<file path="config.mk">
export PLATFORM = sky130hd
export DESIGN_NAME = mem_block_mapper_flat
export DESIGN_NICKNAME = d
export VERILOG_FILES = /design/src/inc/mem_map_pkg.sv /design/src/inc/mem_map_if.sv /design/src/design/mem_block_mapper.sv /design/src/flat_wrapper.sv
export VERILOG_INCLUDE_DIRS = /design/src /design/src/inc
export SDC_FILE = /design/constraint.sdc
export NUM_CORES = 1
export LEC_CHECK = 0
export ABC_AREA = 1
export BUFFER_PORTS_ARGS = -buffer_cell sky130_fd_sc_hd__buf_4
export CAP_MARGIN = 20
export CELL_PAD_IN_SITES_DETAIL_PLACEMENT = 1
export CELL_PAD_IN_SITES_GLOBAL_PLACEMENT = 2
export CORE_ASPECT_RATIO = 0.7
export CORE_MARGIN = 2
export CORE_UTILIZATION = 30
export CTS_BUF_LIST = sky130_fd_sc_hd__clkbuf_8
export DETAILED_ROUTE_END_ITERATION = 8
export PLACE_DENSITY_LB_ADDON = 0.1
export SETUP_SLACK_MARGIN = 0.1
export SLEW_MARGIN = 5
export SYNTH_ARGS = -nofsm -noshare
export SYNTH_HDL_FRONTEND = slang
export SYNTH_SLANG_ARGS = --single-unit
</file>
<file path="constraint.sdc">
create_clock -name pclk -period 3.45 [get_ports pclk]
set_input_delay 0 -clock pclk [delete_from_list [all_inputs] [get_ports pclk]]
set_output_delay 0 -clock pclk [all_outputs]
set_load 0.005 [all_outputs]
</file>
<file path="src/inc/mem_map_cfg.svh">
// Constants for the memory block mapper and its controller.
`ifndef MEM_MAP_CFG_SVH
`define MEM_MAP_CFG_SVH

// ****************
// Device register addresses and reset values
// ****************
`define SPLIT_START_REG 8'hE0
`define MEM_ENCODING_REG 8'hE1
`define ENC_RESET 8'hFF
`define SPLIT_RESET 8'h00

// ****************
// Encoding register fields
// ****************
`define F_CONN2 7:6
`define F_CONN1 5:4
`define F_SPLIT_DIS_N 3
`define F_SPLIT_AT_512 2
`define F_ROM_ACTIVE 1
`define F_PAR_DIS_N 0
`define F_SPLIT_A 3:0
`define CARD_ON 2'h2

// ****************
// Address map
// ****************
`define A_MB 31:20
`define A_START 23:20
`define A_HIGH 31:24
`define A_OFS 19:0
`define A_ROM 19:17
`define A_ROM_OFS 16:0
`define FIRST_MB 12'h000
`define EXT_MB 12'h001
`define ROM_PAGE 3'h7
`define LOW_640_END 20'hA0000
`define LOW_512_END 20'h80000
`define SIZE_384K 20'h60000
`define SIZE_512K 20'h80000

// ****************
// Controller APB registers and fields
// ****************
`define CTRL_OFS 12'h000
`define MADDR_OFS 12'h004
`define MDATA_OFS 12'h008
`define STATUS_OFS 12'h00C
`define C_GO 0
`define C_MEM 1
`define C_WRITE 2
`define C_RDATA 15:8
`define C_RADDR 23:16
`define S_BUSY 0
`define S_CLAIM 1
`define S_TARGET 4:2
`define S_RDATA 15:8
`define S_PERR 16

`endif

</file>
<file path="src/inc/mem_map_pkg.sv">
// Types shared by the memory block mapper and its controller.
package mem_map_pkg;

    typedef enum logic [2:0] {
        TGT_NONE,
        TGT_LOW,
        TGT_ROM,
        TGT_ROM_RAM,
        TGT_SPLIT,
        TGT_EXT
    } target_t;

    typedef enum logic [1:0] {
        PH_IDLE,
        PH_WAIT
    } host_phase_t;

endpackage

</file>
<file path="src/inc/mem_map_if.sv">
// Link between the memory block mapper and the party that drives it.
`timescale 1ns/10ps
interface mem_map_if;
    logic reg_req;
    logic reg_write;
    logic [7:0] reg_addr;
    logic [7:0] reg_wdata;
    logic reg_ack;
    logic [7:0] reg_rdata;
    logic mem_req;
    logic mem_write;
    logic [31:0] mem_addr;
    logic [31:0] mem_wdata;
    logic mem_ack;
    logic mem_claim;
    mem_map_pkg::target_t mem_target;
    logic parity_error;

    modport device (
        input reg_req, reg_write, reg_addr, reg_wdata, mem_req, mem_write, mem_addr, mem_wdata,
        output reg_ack, reg_rdata, mem_ack, mem_claim, mem_target, parity_error
    );

    modport host (
        output reg_req, reg_write, reg_addr, reg_wdata, mem_req, mem_write, mem_addr, mem_wdata,
        input reg_ack, reg_rdata, mem_ack, mem_claim, mem_target, parity_error
    );
endinterface

</file>
<file path="src/design/mem_block_mapper.sv">
// Memory block mapper: configuration registers, address decode and byte parity.
//
// How it works
// - Memory enabled in whole 1MB aligned blocks.
// - Connector 2 code 10 on, 11 off.
// - Connector 1 code 10 on, 11 off.
// - Split block decoded only when enabled.
// - Split block 384KB or 512KB by split point.
// - Split 640: low 640KB at address zero.
// - Split 512: low 512KB; 80000-9FFFF unclaimed.
// - ROM off: E0000-FFFFF goes to RAM.
// - Software avoids ROM off with split on.
// - Split and ROM off: 128KB at ROM.
// - Split on, ROM on: whole high part moved.
// - ROM replaced: 256KB or 384KB unused.
// - Parity bit low checks; toggle clears error.
// - Start bits give address bits 23-20.
// - Software avoids zero start with split on.
// - Software writes zero to reserved start bits.
// - No split block at 16MB total memory.
// - Split start register reads back written value.
// - One parity bit per byte, 36-bit memory.
//
// Register access over APB was chosen for this implementation.
`timescale 1ns/10ps
`include "mem_map_cfg.svh"
module mem_block_mapper (
    // Clock and reset.
    input wire logic pclk,
    input wire logic presetn,
    // Link to the processor side.
    mem_map_if.device bus,
    // Memory array side.
    output logic ram_select,
    output logic ram_card,
    output logic [19:0] ram_offset,
    output logic ram_write,
    output logic [31:0] wr_data,
    output logic [3:0] wr_parity,
    output logic rom_select,
    input wire logic [31:0] rd_data,
    input wire logic [3:0] rd_parity
);

    // ****************
    // State
    // ****************
    typedef struct packed {
        logic [7:0] split_start;
        logic [7:0] encoding;
        logic reg_ack;
        logic [7:0] reg_rdata;
        logic mem_ack;
        logic claimed;
        mem_map_pkg::target_t target;
        logic ram_select;
        logic ram_card;
        logic [19:0] ram_offset;
        logic ram_write;
        logic [31:0] wr_data;
        logic [3:0] wr_parity;
        logic rom_select;
        logic check_pending;
        logic parity_error;
    } dev_state_t;

    dev_state_t s;
    dev_state_t next_s;

    // ****************
    // Byte parity
    // ****************
    logic [3:0] gen_parity;
    logic [3:0] byte_bad;

    genvar i;
    generate
        for (i = 0; i < 4; i++)
        begin : g_byte
            // Odd parity: the byte and its bit hold an odd count of ones.
            assign gen_parity[i] = ~^bus.mem_wdata[8*i +: 8];
            assign byte_bad[i] = ~^{rd_parity[i], rd_data[8*i +: 8]};
        end
    endgenerate

    // ****************
    // Address decode and register access
    // ****************
    logic conn1_on;
    logic conn2_on;
    logic any_on;
    logic both_on;
    logic split_on;
    logic [19:0] low_end;
    logic [19:0] split_size;
    logic [19:0] ofs;
    logic in_first_mb;
    logic in_split;
    logic par_clear;
    logic par_set;
    mem_map_pkg::target_t tgt;
    logic tgt_card;
    logic [19:0] tgt_ofs;

    always_comb
    begin
        conn1_on = s.encoding[`F_CONN1] == `CARD_ON;
        conn2_on = s.encoding[`F_CONN2] == `CARD_ON;
        any_on = conn1_on | conn2_on;
        both_on = conn1_on & conn2_on;
        split_on = ~s.encoding[`F_SPLIT_DIS_N];
        low_end = s.encoding[`F_SPLIT_AT_512] ? `LOW_512_END : `LOW_640_END;
        split_size = s.encoding[`F_SPLIT_AT_512] ? `SIZE_512K : `SIZE_384K;
        ofs = bus.mem_addr[`A_OFS];
        in_first_mb = bus.mem_addr[`A_MB] == `FIRST_MB;
        // The split block sits on the 1MB boundary named by the start bits.
        in_split = split_on && (bus.mem_addr[`A_HIGH] == 8'h00)
            && (bus.mem_addr[`A_START] == s.split_start[`F_SPLIT_A])
            && (ofs < split_size);

        tgt = mem_map_pkg::TGT_NONE;
        // The first active block is connector 1 when present, else connector 2.
        tgt_card = ~conn1_on;
        tgt_ofs = ofs;
        if (any_on && in_first_mb && (ofs < low_end))
        begin
            tgt = mem_map_pkg::TGT_LOW;
        end
        else if (in_first_mb && (bus.mem_addr[`A_ROM] == `ROM_PAGE))
        begin
            if (s.encoding[`F_ROM_ACTIVE])
            begin
                tgt = mem_map_pkg::TGT_ROM;
            end
            else if (any_on)
            begin
                // The 128KB just above the low region stands in for the ROM.
                tgt = mem_map_pkg::TGT_ROM_RAM;
                tgt_ofs = low_end + {3'h0, ofs[`A_ROM_OFS]};
            end
        end
        else if (any_on && in_split)
        begin
            tgt = mem_map_pkg::TGT_SPLIT;
            tgt_ofs = low_end + ofs;
        end
        else if (both_on && (bus.mem_addr[`A_MB] == `EXT_MB))
        begin
            // The second active card follows as one whole 1MB block.
            tgt = mem_map_pkg::TGT_EXT;
            tgt_card = 1'b1;
        end
        // Holes in the first megabyte and all else stay unclaimed.

        next_s = s;
        next_s.reg_ack = 1'b0;
        next_s.mem_ack = 1'b0;
        next_s.ram_select = 1'b0;
        next_s.rom_select = 1'b0;
        next_s.ram_write = 1'b0;
        next_s.check_pending = 1'b0;

        par_clear = 1'b0;
        if (bus.reg_req)
        begin
            next_s.reg_ack = 1'b1;
            next_s.reg_rdata = 8'h00;
            if (bus.reg_addr == `SPLIT_START_REG)
            begin
                next_s.reg_rdata = s.split_start;
                if (bus.reg_write)
                begin
                    next_s.split_start = bus.reg_wdata;
                end
            end
            else if (bus.reg_addr == `MEM_ENCODING_REG)
            begin
                next_s.reg_rdata = s.encoding;
                if (bus.reg_write)
                begin
                    next_s.encoding = bus.reg_wdata;
                    par_clear = bus.reg_wdata[`F_PAR_DIS_N];
                end
            end
        end

        if (bus.mem_req)
        begin
            next_s.mem_ack = 1'b1;
            next_s.claimed = tgt != mem_map_pkg::TGT_NONE;
            next_s.target = tgt;
            next_s.ram_select = (tgt != mem_map_pkg::TGT_NONE) && (tgt != mem_map_pkg::TGT_ROM);
            next_s.rom_select = tgt == mem_map_pkg::TGT_ROM;
            next_s.ram_card = tgt_card;
            next_s.ram_offset = tgt_ofs;
            next_s.ram_write = bus.mem_write && next_s.ram_select;
            next_s.wr_data = bus.mem_wdata;
            next_s.wr_parity = gen_parity;
            // ROM carries no parity, so only RAM reads are checked.
            next_s.check_pending = ~bus.mem_write && next_s.ram_select;
        end

        // A check in the clearing cycle still latches the error.
        par_set = s.check_pending && ~s.encoding[`F_PAR_DIS_N] && (|byte_bad);
        next_s.parity_error = par_set | (s.parity_error & ~par_clear);
    end

    // ****************
    // Registers and outputs
    // ****************
    always_ff @(posedge pclk or negedge presetn)
    begin
        if (!presetn)
        begin
            s <= '0;
            s.split_start <= `SPLIT_RESET;
            s.encoding <= `ENC_RESET;
            s.target <= mem_map_pkg::TGT_NONE;
        end
        else
        begin
            s <= next_s;
        end
    end

    assign bus.reg_ack = s.reg_ack;
    assign bus.reg_rdata = s.reg_rdata;
    assign bus.mem_ack = s.mem_ack;
    assign bus.mem_claim = s.claimed;
    assign bus.mem_target = s.target;
    assign bus.parity_error = s.parity_error;
    assign ram_select = s.ram_select;
    assign ram_card = s.ram_card;
    assign ram_offset = s.ram_offset;
    assign ram_write = s.ram_write;
    assign wr_data = s.wr_data;
    assign wr_parity = s.wr_parity;
    assign rom_select = s.rom_select;

endmodule

</file>
<file path="src/flat_wrapper.sv">
// flat-port wrapper written by rule: the top's interface ports become plain ports
module mem_block_mapper_flat 
  (pclk, presetn, ram_select, ram_card, ram_offset, ram_write, wr_data, wr_parity, rom_select, rd_data, rd_parity, bus_reg_req, bus_reg_write, bus_reg_addr, bus_reg_wdata, bus_mem_req, bus_mem_write, bus_mem_addr, bus_mem_wdata, bus_reg_ack, bus_reg_rdata, bus_mem_ack, bus_mem_claim, bus_mem_target, bus_parity_error);
  mem_map_if bus_i ();
  input wire logic pclk;
  input wire logic presetn;
  output logic ram_select;
  output logic ram_card;
  output logic [19:0] ram_offset;
  output logic ram_write;
  output logic [31:0] wr_data;
  output logic [3:0] wr_parity;
  output logic rom_select;
  input wire logic [31:0] rd_data;
  input wire logic [3:0] rd_parity;
  input wire logic [$bits(bus_i.reg_req)-1:0] bus_reg_req;
  input wire logic [$bits(bus_i.reg_write)-1:0] bus_reg_write;
  input wire logic [$bits(bus_i.reg_addr)-1:0] bus_reg_addr;
  input wire logic [$bits(bus_i.reg_wdata)-1:0] bus_reg_wdata;
  input wire logic [$bits(bus_i.mem_req)-1:0] bus_mem_req;
  input wire logic [$bits(bus_i.mem_write)-1:0] bus_mem_write;
  input wire logic [$bits(bus_i.mem_addr)-1:0] bus_mem_addr;
  input wire logic [$bits(bus_i.mem_wdata)-1:0] bus_mem_wdata;
  output wire logic [$bits(bus_i.reg_ack)-1:0] bus_reg_ack;
  output wire logic [$bits(bus_i.reg_rdata)-1:0] bus_reg_rdata;
  output wire logic [$bits(bus_i.mem_ack)-1:0] bus_mem_ack;
  output wire logic [$bits(bus_i.mem_claim)-1:0] bus_mem_claim;
  output wire logic [$bits(bus_i.mem_target)-1:0] bus_mem_target;
  output wire logic [$bits(bus_i.parity_error)-1:0] bus_parity_error;
  assign bus_i.reg_req = bus_reg_req;
  assign bus_i.reg_write = bus_reg_write;
  assign bus_i.reg_addr = bus_reg_addr;
  assign bus_i.reg_wdata = bus_reg_wdata;
  assign bus_i.mem_req = bus_mem_req;
  assign bus_i.mem_write = bus_mem_write;
  assign bus_i.mem_addr = bus_mem_addr;
  assign bus_i.mem_wdata = bus_mem_wdata;
  assign bus_reg_ack = bus_i.reg_ack;
  assign bus_reg_rdata = bus_i.reg_rdata;
  assign bus_mem_ack = bus_i.mem_ack;
  assign bus_mem_claim = bus_i.mem_claim;
  assign bus_mem_target = bus_i.mem_target;
  assign bus_parity_error = bus_i.parity_error;
  mem_block_mapper u_core (.pclk(pclk), .presetn(presetn), .bus(bus_i), .ram_select(ram_select), .ram_card(ram_card), .ram_offset(ram_offset), .ram_write(ram_write), .wr_data(wr_data), .wr_parity(wr_parity), .rom_select(rom_select), .rd_data(rd_data), .rd_parity(rd_parity));
endmodule
</file>
==> results_dict.tcl, run 1 <==
set metrics [dict create \
    antenna_found_initial 0 \
    cap_violations 0 \
    power_uw 2560 \
    relSlewSlack_pct 56.9 \
    synth_edf_count 0 \
    use_met1_pct 21.4 \
    dr_total_vias 4637 \
    synth_top_area_cell "dfrtp_1" \
    setup_viol 0 \
    setup_tns_ps 0 \
    p_sw_share_pct 28.5 \
    cp_max_fo 6 \
    cts_sinks 92 \
    tightest_slew_ps 647 \
    root_buffer "clkbuf_8" \
    ant_nets 0 \
    cts_buffers 9 \
    synthFlopType "dfrtp_1" \
    final_net_count 982 \
    core_area_mm2 0.0173 \
    drt_iter0_markers 151 \
    synthTopCellsByArea "dfrtp_1 39%, nand2_1 18%, buf_4 9.6%" \
    rows 40 \
    status "completed" \
    io_buffers 196 \
    synth_cell_types 36 \
    die_area_mm2 0.0189 \
    drv_slew 0 \
    overflow 0 \
    vdd_drop_max_uv 160 \
    worstPathRequired_ps 3710 \
    via_per_inst 4.25 \
    criticalPathCategory "register to register" \
    met2_usage_pct 27.4 \
    wl_um 15200 \
    nFillCells 2083 \
    diodes 0 \
    yosys.area.top_type_share_pct 39.4 \
    worst_setup_path_start_kind "register" \
    area_growth_syn_to_layout_pct 38.7 \
    internal_power_uw 1830 \
    netlist_area_mm2 0.00533 \
    grt_start_max_net_pins 79 \
    die_y_um 116 \
    die_x_um 163 \
    grt_pass1_vias 4925 \
    setup_slack_ps 1560 \
    p_leak_uw 0.00399 \
    htreeDepth 3 \
    initial_utilization_pct 30.9 \
    p_seq_share_pct 47.2 \
    dr.pass1.iters 6 \
    cp.arrival_ps 2160 \
    clkSlewWorstSetupHoldPaths_ps 90 \
    clock_latency_ps 370 \
    hold_viol 0 \
    pin_count 197 \
    post-place-ws_ps 1580 \
    fmax_ghz 0.529 \
    yosysWarnings 0 \
    top_usage_layer "met2" \
    hold_class "input port to register" \
    endpoint_kind "register" \
    cts_resized 0 \
    synth_nets 790 \
    seq_area_frac_synth_pct 43.4 \
    yosysMostFrequentCell "nand2_1" \
    remaining_drc_errors 0 \
    use_met3_pct 4.58 \
    async_flop_share_pct 100 \
    comb_power_share_pct 23.7 \
    rsz0062_at_grt "no" \
    synth-seq-cells 92 \
    dpl.hpwl_um 11000 \
    cts_buffer_depth 2 \
    netlist_top_cells_count "252 x nand2_1, 84 x dfrtp_1, 68 x buf_4" \
    gp_congestion 0.776 \
    cts_tree "yes" \
    avgRoutedWirePerCell_um 14.0 \
    finalCritPeriodShare_pct 54.8 \
    fin_skew_ps 4.75 \
    syn_inst 663 \
    syn_avg_cell_area_um2 8.04 \
    clock_power_share_pct 29.1 \
    grt_use_total_pct 16.5 \
    layout_min_cycle_time_ps 1890 \
    powerDensity_mw_per_mm2 346 \
    switchingPower_uw 728 \
    drive_gt1_share_pct 30.8 \
    grt_pass1_wl_um 24300 \
]
state kept, by name (all words and copies together), names as in the netlist:
register                 flops
u_core.s                    17
u_core.ram_select            1
u_core.rom_select            1
u_core.wr_data              32
u_core.ram_card              1
u_core.bus.mem_ack           1
u_core.ram_offset           20
u_core.bus.reg_rdata         8
u_core.wr_parity             4
u_core.bus.reg_ack           1
u_core.bus.mem_target        3
u_core.bus.parity_error      1
u_core.ram_write             1
u_core.bus.mem_claim         1
per-layer routing:
metal  part of all wire (%)  routed length, µm
met1                     47               7200
met2                     45               6920
met3                    6.1                930
met4                    1.1                172
met5                      0                  0
final cells by class:
class	count	area, µm²	area share (%)
tap	231	289	3.91
timing repair buffer	263	2160	29.2
multi-input combinational	421	2180	29.5
clock inverter	7	70.1	0.948
sequential	92	2310	31.3
clock buffer	9	124	1.68
inverter	68	255	3.45
cell families (layout without fill, tap and decap cells):
| group | Yosys count | count (layout) | synth area share [%] |
|---|---|---|---|
| fa+ha+maj | 5 | 5 | 1.17 |
| flops | 92 | 92 | 43.4 |
| compound gates | 41 | 41 | 4.34 |
| xor+xnor | 44 | 44 | 7.23 |
| simple gates | 321 | 321 | 26.1 |
| buf+inv | 150 | 347 | 15.7 |
| mux | 10 | 10 | 2.04 |
layout by cell type, fill, tap and decap left out, types with 5 or more instances in the layout:
cell | synthesis | routed
xor2_1 | 9 | 9
o21ai_0 | 25 | 25
nand2_2 | 10 | 10
buf_4 | 68 | 197
xnor2_1 | 35 | 35
clkbuf_8 | 0 | 9
dlygate4sd3_1 | 0 | 64
mux2_2 | 7 | 7
inv_1 | 63 | 65
ha_1 | 5 | 5
dfstp_2 | 8 | 8
inv_2 | 5 | 5
a21oi_1 | 5 | 5
nor2_1 | 19 | 19
dfrtp_1 | 84 | 84
nand3_1 | 16 | 16
nor2_2 | 5 | 5
nand4_1 | 6 | 6
nand2_1 | 252 | 252
path summary, 6_finish.rpt:
kind / startpoint / endpoint / slack (ps) / depth (start not counted)
max in group asynchronous: presetn / u_core.s[80]$_DFFE_PN1P_ / 2650 / 3
worst min-delay path: bus_mem_addr[18] / u_core.ram_offset[18]$_DFFE_PN0P_ / 30 / 5
worst max register to register: u_core.s[78]$_DFFE_PN1P_ / u_core.bus.mem_claim$_DFFE_PN0P_ / 1560 / 12
min in group asynchronous: presetn / u_core.bus.reg_rdata[3]$_DFFE_PN0P_ / 130 / 2
worst min register to register: u_core.ram_offset[14]$_DFFE_PN0P_ / u_core.ram_offset[14]$_DFFE_PN0P_ / 480 / 2
worst max-delay path: u_core.s[78]$_DFFE_PN1P_ / u_core.bus.mem_claim$_DFFE_PN0P_ / 1560 / 12
power groups by stage:
stage / sequential [µW] / combinational [µW] / clock [µW]
final: 1200 / 606 / 744
after global routing: 1220 / 682 / 826
after CTS: 1210 / 614 / 781
after detailed placement: 1220 / 555 / 0
after global placement: 1220 / 542 / 0
after floorplan: 1210 / 338 / 0
repair_timing:
item                                   in CTS  in global routing
endpoints found under the hold margin     147                  0
hold buffers                               64                  0
setup buffers                               0                  0
critical path, stage by stage (launching register included):
cell,delay [ps]
dfstp_2,550
inv_1,100
ha_1,190
inv_1,60
o21ai_0,70
nand2_1,80
inv_1,70
o21ai_2,250
nand2_1,110
nand2_2,80
nand2_2,60
nand2_2,90
nand2_1,60
metrics by stage:
step                      utilization (%)  cell area (µm²)  hold slack, ps  instances
after floorplan                         -             5330            -296        663
after detailed placement             37.7             6520             166       1009
after global routing                 42.8             7390            70.1       1091
after CTS                            42.6             7350            16.3       1089
after global placement               37.7             6520             167       1009
final                                42.8             7390            33.9       1091
Note: power is estimated with default switching activity, not from simulation.
==> inputs of run 2 (changes only) <==
--- a/config.mk
+++ b/config.mk
@@ -13,7 +13,7 @@
 export CELL_PAD_IN_SITES_GLOBAL_PLACEMENT = 2
 export CORE_ASPECT_RATIO = 0.7
 export CORE_MARGIN = 2
-export CORE_UTILIZATION = 30
+export CORE_UTILIZATION = 26
 export CTS_BUF_LIST = sky130_fd_sc_hd__clkbuf_8
 export DETAILED_ROUTE_END_ITERATION = 8
 export PLACE_DENSITY_LB_ADDON = 0.1
==> constraint.sdc (replaced) <==
create_clock -name pclk -period 1.6 [get_ports pclk]
set_input_delay 0 -clock pclk [delete_from_list [all_inputs] [get_ports pclk]]
set_output_delay 0 -clock pclk [all_outputs]
set_load 0.005 [all_outputs]
==> run 2 against run 1 <==
- the run now ends with negative setup slack left
- first-iteration DRC count decreased by 6.0%
- die area increased by 15%
- non-clock buffer count increased by 13
- combinational power increased by 120%
- final cell count increased by 4.7%
- sequential share of layout area decreased by 0.88 points
- critical endpoint is now u_core.ram_offset[18]$_DFFE_PN0P_
- power increased by 120%
- register-to-register slack got worse by 1700 ps
- critical path depth decreased by 2
- worst setup slack got worse by 1700 ps
- largest cell class unchanged
==> results_dict.tcl, run 2 (same netlist as run 1, synthesis figures left out) <==
set metrics [dict create \
    relSlewSlack_pct 64.2 \
    cp_max_fo 3 \
    clkSlewWorstSetupHoldPaths_ps 90 \
    rows 43 \
    grt_pass1_wl_um 25300 \
    criticalPathCategory "register to register" \
    grt_pass1_vias 4962 \
    cp.arrival_ps 2000 \
    drt_iter0_markers 142 \
    final_net_count 995 \
    cts_buffers 9 \
    grt_start_max_net_pins 50 \
    fmax_ghz 0.579 \
    remaining_drc_errors 0 \
    path_buf_inv 5 \
    cap_violations 0 \
    dpl.hpwl_um 11800 \
    layout_min_cycle_time_ps 1730 \
    cp_top_family "flip-flops" \
    crit_path_max_incr_delay_ps 550 \
    htreeDepth 3 \
    p_sw_share_pct 28.5 \
    root_buffer "clkbuf_8" \
    vdd_drop_max_uv 386 \
    hold_viol 0 \
    io_buffers 196 \
    violations "negative setup slack" \
    die_area_mm2 0.0217 \
    diodes 0 \
    worst_setup_path_start_kind "register" \
    hold_class "input port to register" \
    final_cell_mix "251 x nand2_1, 207 x buf_4, 84 x dfrtp_1, 67 x dlygate4sd3_1, 61 x inv_1" \
    avgRoutedWirePerCell_um 13.9 \
    switchingPower_uw 1570 \
    post-place-ws_ps -128 \
    seq_area_mm2 0.00231 \
    largest_reg_flops 32 \
    tightest_slew_ps 537 \
    layout_commonest_cell "nand2_1" \
    clock_power_share_pct 28.8 \
    antenna_found_initial 0 \
    overflow 0 \
    hold_ws_ps 36.7 \
    status "finished with violations" \
    powerDensity_mw_per_mm2 727 \
    die_y_um 124 \
    initial_utilization_pct 26.7 \
    cp_common_cell "buf_4" \
    finalCritPeriodShare_pct 108 \
    ant_nets 0 \
    cts_buffer_depth 2 \
    setup_viol 10 \
    cp_slowest_cell "dfstp_2" \
    gp_congestion 0.806 \
    pin_count 197 \
    reg2reg_setup_slack_ps -130 \
    endpoint_kind "register" \
    cts_sinks 92 \
    dr_total_vias 4677 \
    core_area_mm2 0.0200 \
    worstPathRequired_ps 1870 \
    p_leak_uw 0.00404 \
    wl_um 15800 \
    grt_use_total_pct 14.9 \
    dr.pass1.iters 4 \
    comb_power_share_pct 24.3 \
    internal_power_uw 3950 \
    clock_latency_ps 370 \
    setup_slack_ps -129 \
    area_growth_syn_to_layout_pct 42.7 \
    drv_slew 0 \
    drive_gt1_share_pct 32.8 \
    die_x_um 175 \
    power_uw 5520 \
    fin_skew_ps 12.8 \
    multi_input_area_mm2 0.00224 \
    path_cells "inv_2 > buf_4 > buf_4 > buf_4 > ha_4 > ha_4 > inv_2 > nand4_1 > nand4_1 > nand2_1" \
    rsz0062_at_grt "yes" \
    cts_tree "yes" \
    nFillCells 2402 \
    p_seq_share_pct 47.0 \
    via_per_inst 4.10 \
]
## run 2: stage by stage
step / setup TNS (ps) / utilization [%] / cell area, µm² / instances
6_report: -982 / 38.1 / 7600 / 1142
5_1_grt: -2460 / 38.1 / 7600 / 1142
4_1_cts: -868 / 37.9 / 7560 / 1141
3_5_place_dp: -757 / 33.4 / 6670 / 1058
3_3_place_gp: -380 / 33.4 / 6670 / 1058
2_1_floorplan: 0 / - / 5330 / 663
## run 2: power groups by stage
stage	logic, µW	registers [µW]	clock network (µW)
finish	1340	2590	1590
global route	1510	2620	1760
CTS	1360	2600	1700
detailed placement	1220	2640	0
global placement	1200	2640	0
floorplan	729	2610	0
## run 2: worst paths after layout
check,from,to,depth (start not counted)
setup / recovery,u_core.s[78]$_DFFE_PN1P_,u_core.ram_offset[18]$_DFFE_PN0P_,10
hold / removal,bus_mem_addr[19],u_core.ram_offset[19]$_DFFE_PN0P_,4
setup reg to reg,u_core.s[78]$_DFFE_PN1P_,u_core.ram_offset[18]$_DFFE_PN0P_,10
hold reg to reg,u_core.wr_data[29]$_DFFE_PN0P_,u_core.wr_data[29]$_DFFE_PN0P_,2
max in group asynchronous,presetn,u_core.ram_offset[10]$_DFFE_PN0P_,3
min in group asynchronous,presetn,u_core.wr_data[10]$_DFFE_PN0P_,2
## run 2: final cells by class
cell class / instances / area share [%]
Clock buffer: 9 / 1.63
Clock inverter: 6 / 0.856
Inverter: 68 / 3.36
Multi-Input combinational cell: 421 / 29.5
Sequential cell: 92 / 30.4
Tap cell: 270 / 4.44
Timing Repair Buffer: 276 / 29.8
## run 2: worst reg2reg max path, stage by stage (launching register included)
cell	delay (ps)
dfstp_2	550
inv_2	60
buf_4	130
buf_4	120
buf_4	130
ha_4	160
ha_4	210
inv_2	40
nand4_1	100
nand4_1	90
nand2_1	50
## run 2: repair_timing
action | in CTS | in global routing
endpoints found under the hold margin | 162 | 7
pin swaps | 5 | 9
resized for setup | 6 | 8
setup buffers | 2 | 1
endpoints found under the setup margin | 11 | 12
hold buffers | 66 | 1
## run 2: layer usage
layer / wire [µm] / share of wire (%) / track usage, %
met3: 1080 / 6.8 / 4.79
met4: 129 / 0.81 / 3.85
met5: 0 / 0 / 0
met1: 7320 / 46 / 19.2
met2: 7300 / 46 / 24.4
==> inputs of run 3 (changes only) <==
--- a/config.mk
+++ b/config.mk
@@ -17,7 +17,7 @@
 export CTS_BUF_LIST = sky130_fd_sc_hd__clkbuf_8
 export DETAILED_ROUTE_END_ITERATION = 8
 export PLACE_DENSITY_LB_ADDON = 0.1
-export SETUP_SLACK_MARGIN = 0.1
+export SETUP_SLACK_MARGIN = 0.3
 export SLEW_MARGIN = 5
 export SYNTH_ARGS = -nofsm -noshare
 export SYNTH_HDL_FRONTEND = slang
==> run 3 against run 2 <==
- the run still ends with negative setup slack left
- critical endpoint is now u_core.bus.mem_claim$_DFFE_PN0P_
- sequential share of layout area down 0.51 points
- largest cell class is now non-clock buffers
- critical path type unchanged
- sequential power about the same
- non-clock buffer count grew 11
- clock-buffer cell count up 1
- clock power grew 6%
- critical path depth is 1 higher
- via count is 2.3% higher
- register-to-register slack lost 30 ps
- worst hold slack worse by 17 ps
- design area increased by 1.7%
- final cell count rose by 1.1%
==> results_dict.tcl, run 3 (same netlist as run 1, synthesis figures left out) <==
set metrics [dict create \
    status "finished with violations" \
    violations "negative setup slack" \
    cts_buffer_depth 2 \
    p_leak_uw 0.00412 \
    htreeDepth 3 \
    ant_nets 0 \
    grt_pass1_wl_um 26200 \
    remaining_drc_errors 0 \
    setup_viol 10 \
    clock_latency_ps 380 \
    cts_sinks 92 \
    final_cell_mix "251 x nand2_1, 209 x buf_4, 84 x dfrtp_1, 74 x dlygate4sd3_1, 61 x inv_1" \
    finalCritPeriodShare_pct 110 \
    reg2reg_setup_slack_ps -160 \
    dpl.hpwl_um 12000 \
    powerDensity_mw_per_mm2 731 \
    core_area_mm2 0.0200 \
    criticalPathCategory "register to register" \
    crit_end "u_core.bus.mem_claim$_DFFE_PN0P_" \
    largest_reg_flops 32 \
    wl_um 16300 \
    relSlewSlack_pct 67.6 \
    fin_cells 1154 \
    pin_count 197 \
    diodes 0 \
    gp_congestion 0.825 \
    cts_buffers 9 \
    worst_setup_path_start_kind "register" \
    r2r_start "u_core.s[78]$_DFFE_PN1P_" \
    dr.pass1.iters 6 \
    cp.arrival_ps 2020 \
    layout_min_cycle_time_ps 1760 \
    tightest_slew_ps 486 \
    final_net_count 1006 \
    nFillCells 2406 \
    grt_pass1_vias 5115 \
    cp-startpoint "u_core.s[78]$_DFFE_PN1P_" \
    overflow 0 \
    io_buffers 196 \
    avgRoutedWirePerCell_um 14.1 \
    setup_slack_ps -158 \
    cp_max_fo 4 \
    layout_commonest_cell "nand2_1" \
    hold_class "input port to register" \
    via_per_inst 4.15 \
    grt_start_max_net_pins 43 \
    dr_total_vias 4785 \
    area_growth_syn_to_layout_pct 45.1 \
    rows 43 \
    endpoint_kind "register" \
    hold_viol 0 \
    multi_input_area_mm2 0.00225 \
    worstPathRequired_ps 1860 \
    clkSlewWorstSetupHoldPaths_ps 110 \
    reg2reg_to "u_core.bus.mem_claim$_DFFE_PN0P_" \
    setup_tns_ps -1320 \
    drive_gt1_share_pct 33.4 \
    drv_slew 0 \
    rsz0062_at_grt "yes" \
    dp_cells 1058 \
    grt_use_total_pct 15.5 \
    power_uw 5650 \
    initial_utilization_pct 26.7 \
    vdd_drop_max_uv 377 \
    seq_area_mm2 0.00231 \
    fin_skew_ps 16.8 \
    antenna_found_initial 0 \
    fmax_ghz 0.569 \
    die_x_um 175 \
    die_area_mm2 0.0217 \
    die_y_um 124 \
    drt_iter0_markers 156 \
    hold_depth 3 \
    cap_violations 0 \
    root_buffer "clkbuf_8" \
    rr_worst_depth 11 \
    cts_tree "yes" \
]
run 3: changes by cell type in the layout (fill, tap and decap cells not counted), sizes merged:
cell and delta:
buf +4, dlygate4sd3 +7, clkinvlp -2, clkinv +2, clkbuf +1
run 3: area by class of cell:
| type | instances | share of cell area [%] |
|---|---|---|
| clock inverter | 6 | 0.825 |
| timing repair buffer | 287 | 30.7 |
| multi-input combinational | 421 | 29.1 |
| clock buffer | 10 | 1.78 |
| inverter | 68 | 3.33 |
| tap | 270 | 4.37 |
| sequential | 92 | 29.9 |
run 3: layer usage:
metal  GRT usage (%)  vias up  routed length, µm
li1                -     2392                  -
met1            20.1     2267               7560
met2            25.3      116               7430
met3            5.25       10               1180
met4            3.02        0                120
met5               0        -                  0
run 3: metrics by stage:
step | area, µm² | hold slack, ps | setup slack [ps] | utilization, %
final | 7730 | 19.4 | -158 | 38.7
after global routing | 7730 | 14.7 | -285 | 38.7
after CTS | 7680 | 1.17 | -140 | 38.5
after detailed placement | 6670 | -6.77 | -140 | 33.4
after global placement | 6670 | -7.17 | -69.4 | 33.4
after floorplan | 5330 | -296 | 22.4 | -
run 3: critical path: stages, from the launching register on:
cell and delay (ps):
dfstp_2 580, ha_1 230, nand2_1 60, nand2_1 50
nand2_1 70, nand3_2 110, o21ai_2 170, nand2_1 80
nand2_2 90, nand2_4 70, nand2_4 80, nand2_1 50
run 3: worst min path at each step:
stage	start	endpoint	slack [ps]
after floorplan	presetn	u_core.bus.mem_ack$_DFF_PN0_	-300
after global placement	presetn	u_core.bus.reg_rdata[1]$_DFFE_PN0P_	-7
after detailed placement	presetn	u_core.s[88]$_DFFE_PN0P_	-7
after CTS	bus_mem_req	u_core.ram_offset[18]$_DFFE_PN0P_	1
after global routing	bus_mem_req	u_core.bus.mem_target[0]$_DFFE_PN0P_	10
final	bus_mem_req	u_core.bus.mem_target[0]$_DFFE_PN0P_	20
run 3: report_power, final:
| group | internal (µW) | switching [µW] |
|---|---|---|
| sequential | 2500 | 97.2 |
| combinational | 753 | 610 |
| clock | 767 | 923 |
run 3: repair_timing:
action,in CTS,in global routing
hold buffers,74,0
pin swaps,6,11
endpoints found under the hold margin,166,0
resized for setup,7,18
setup endpoints to repair,12,13
setup buffers,5,1
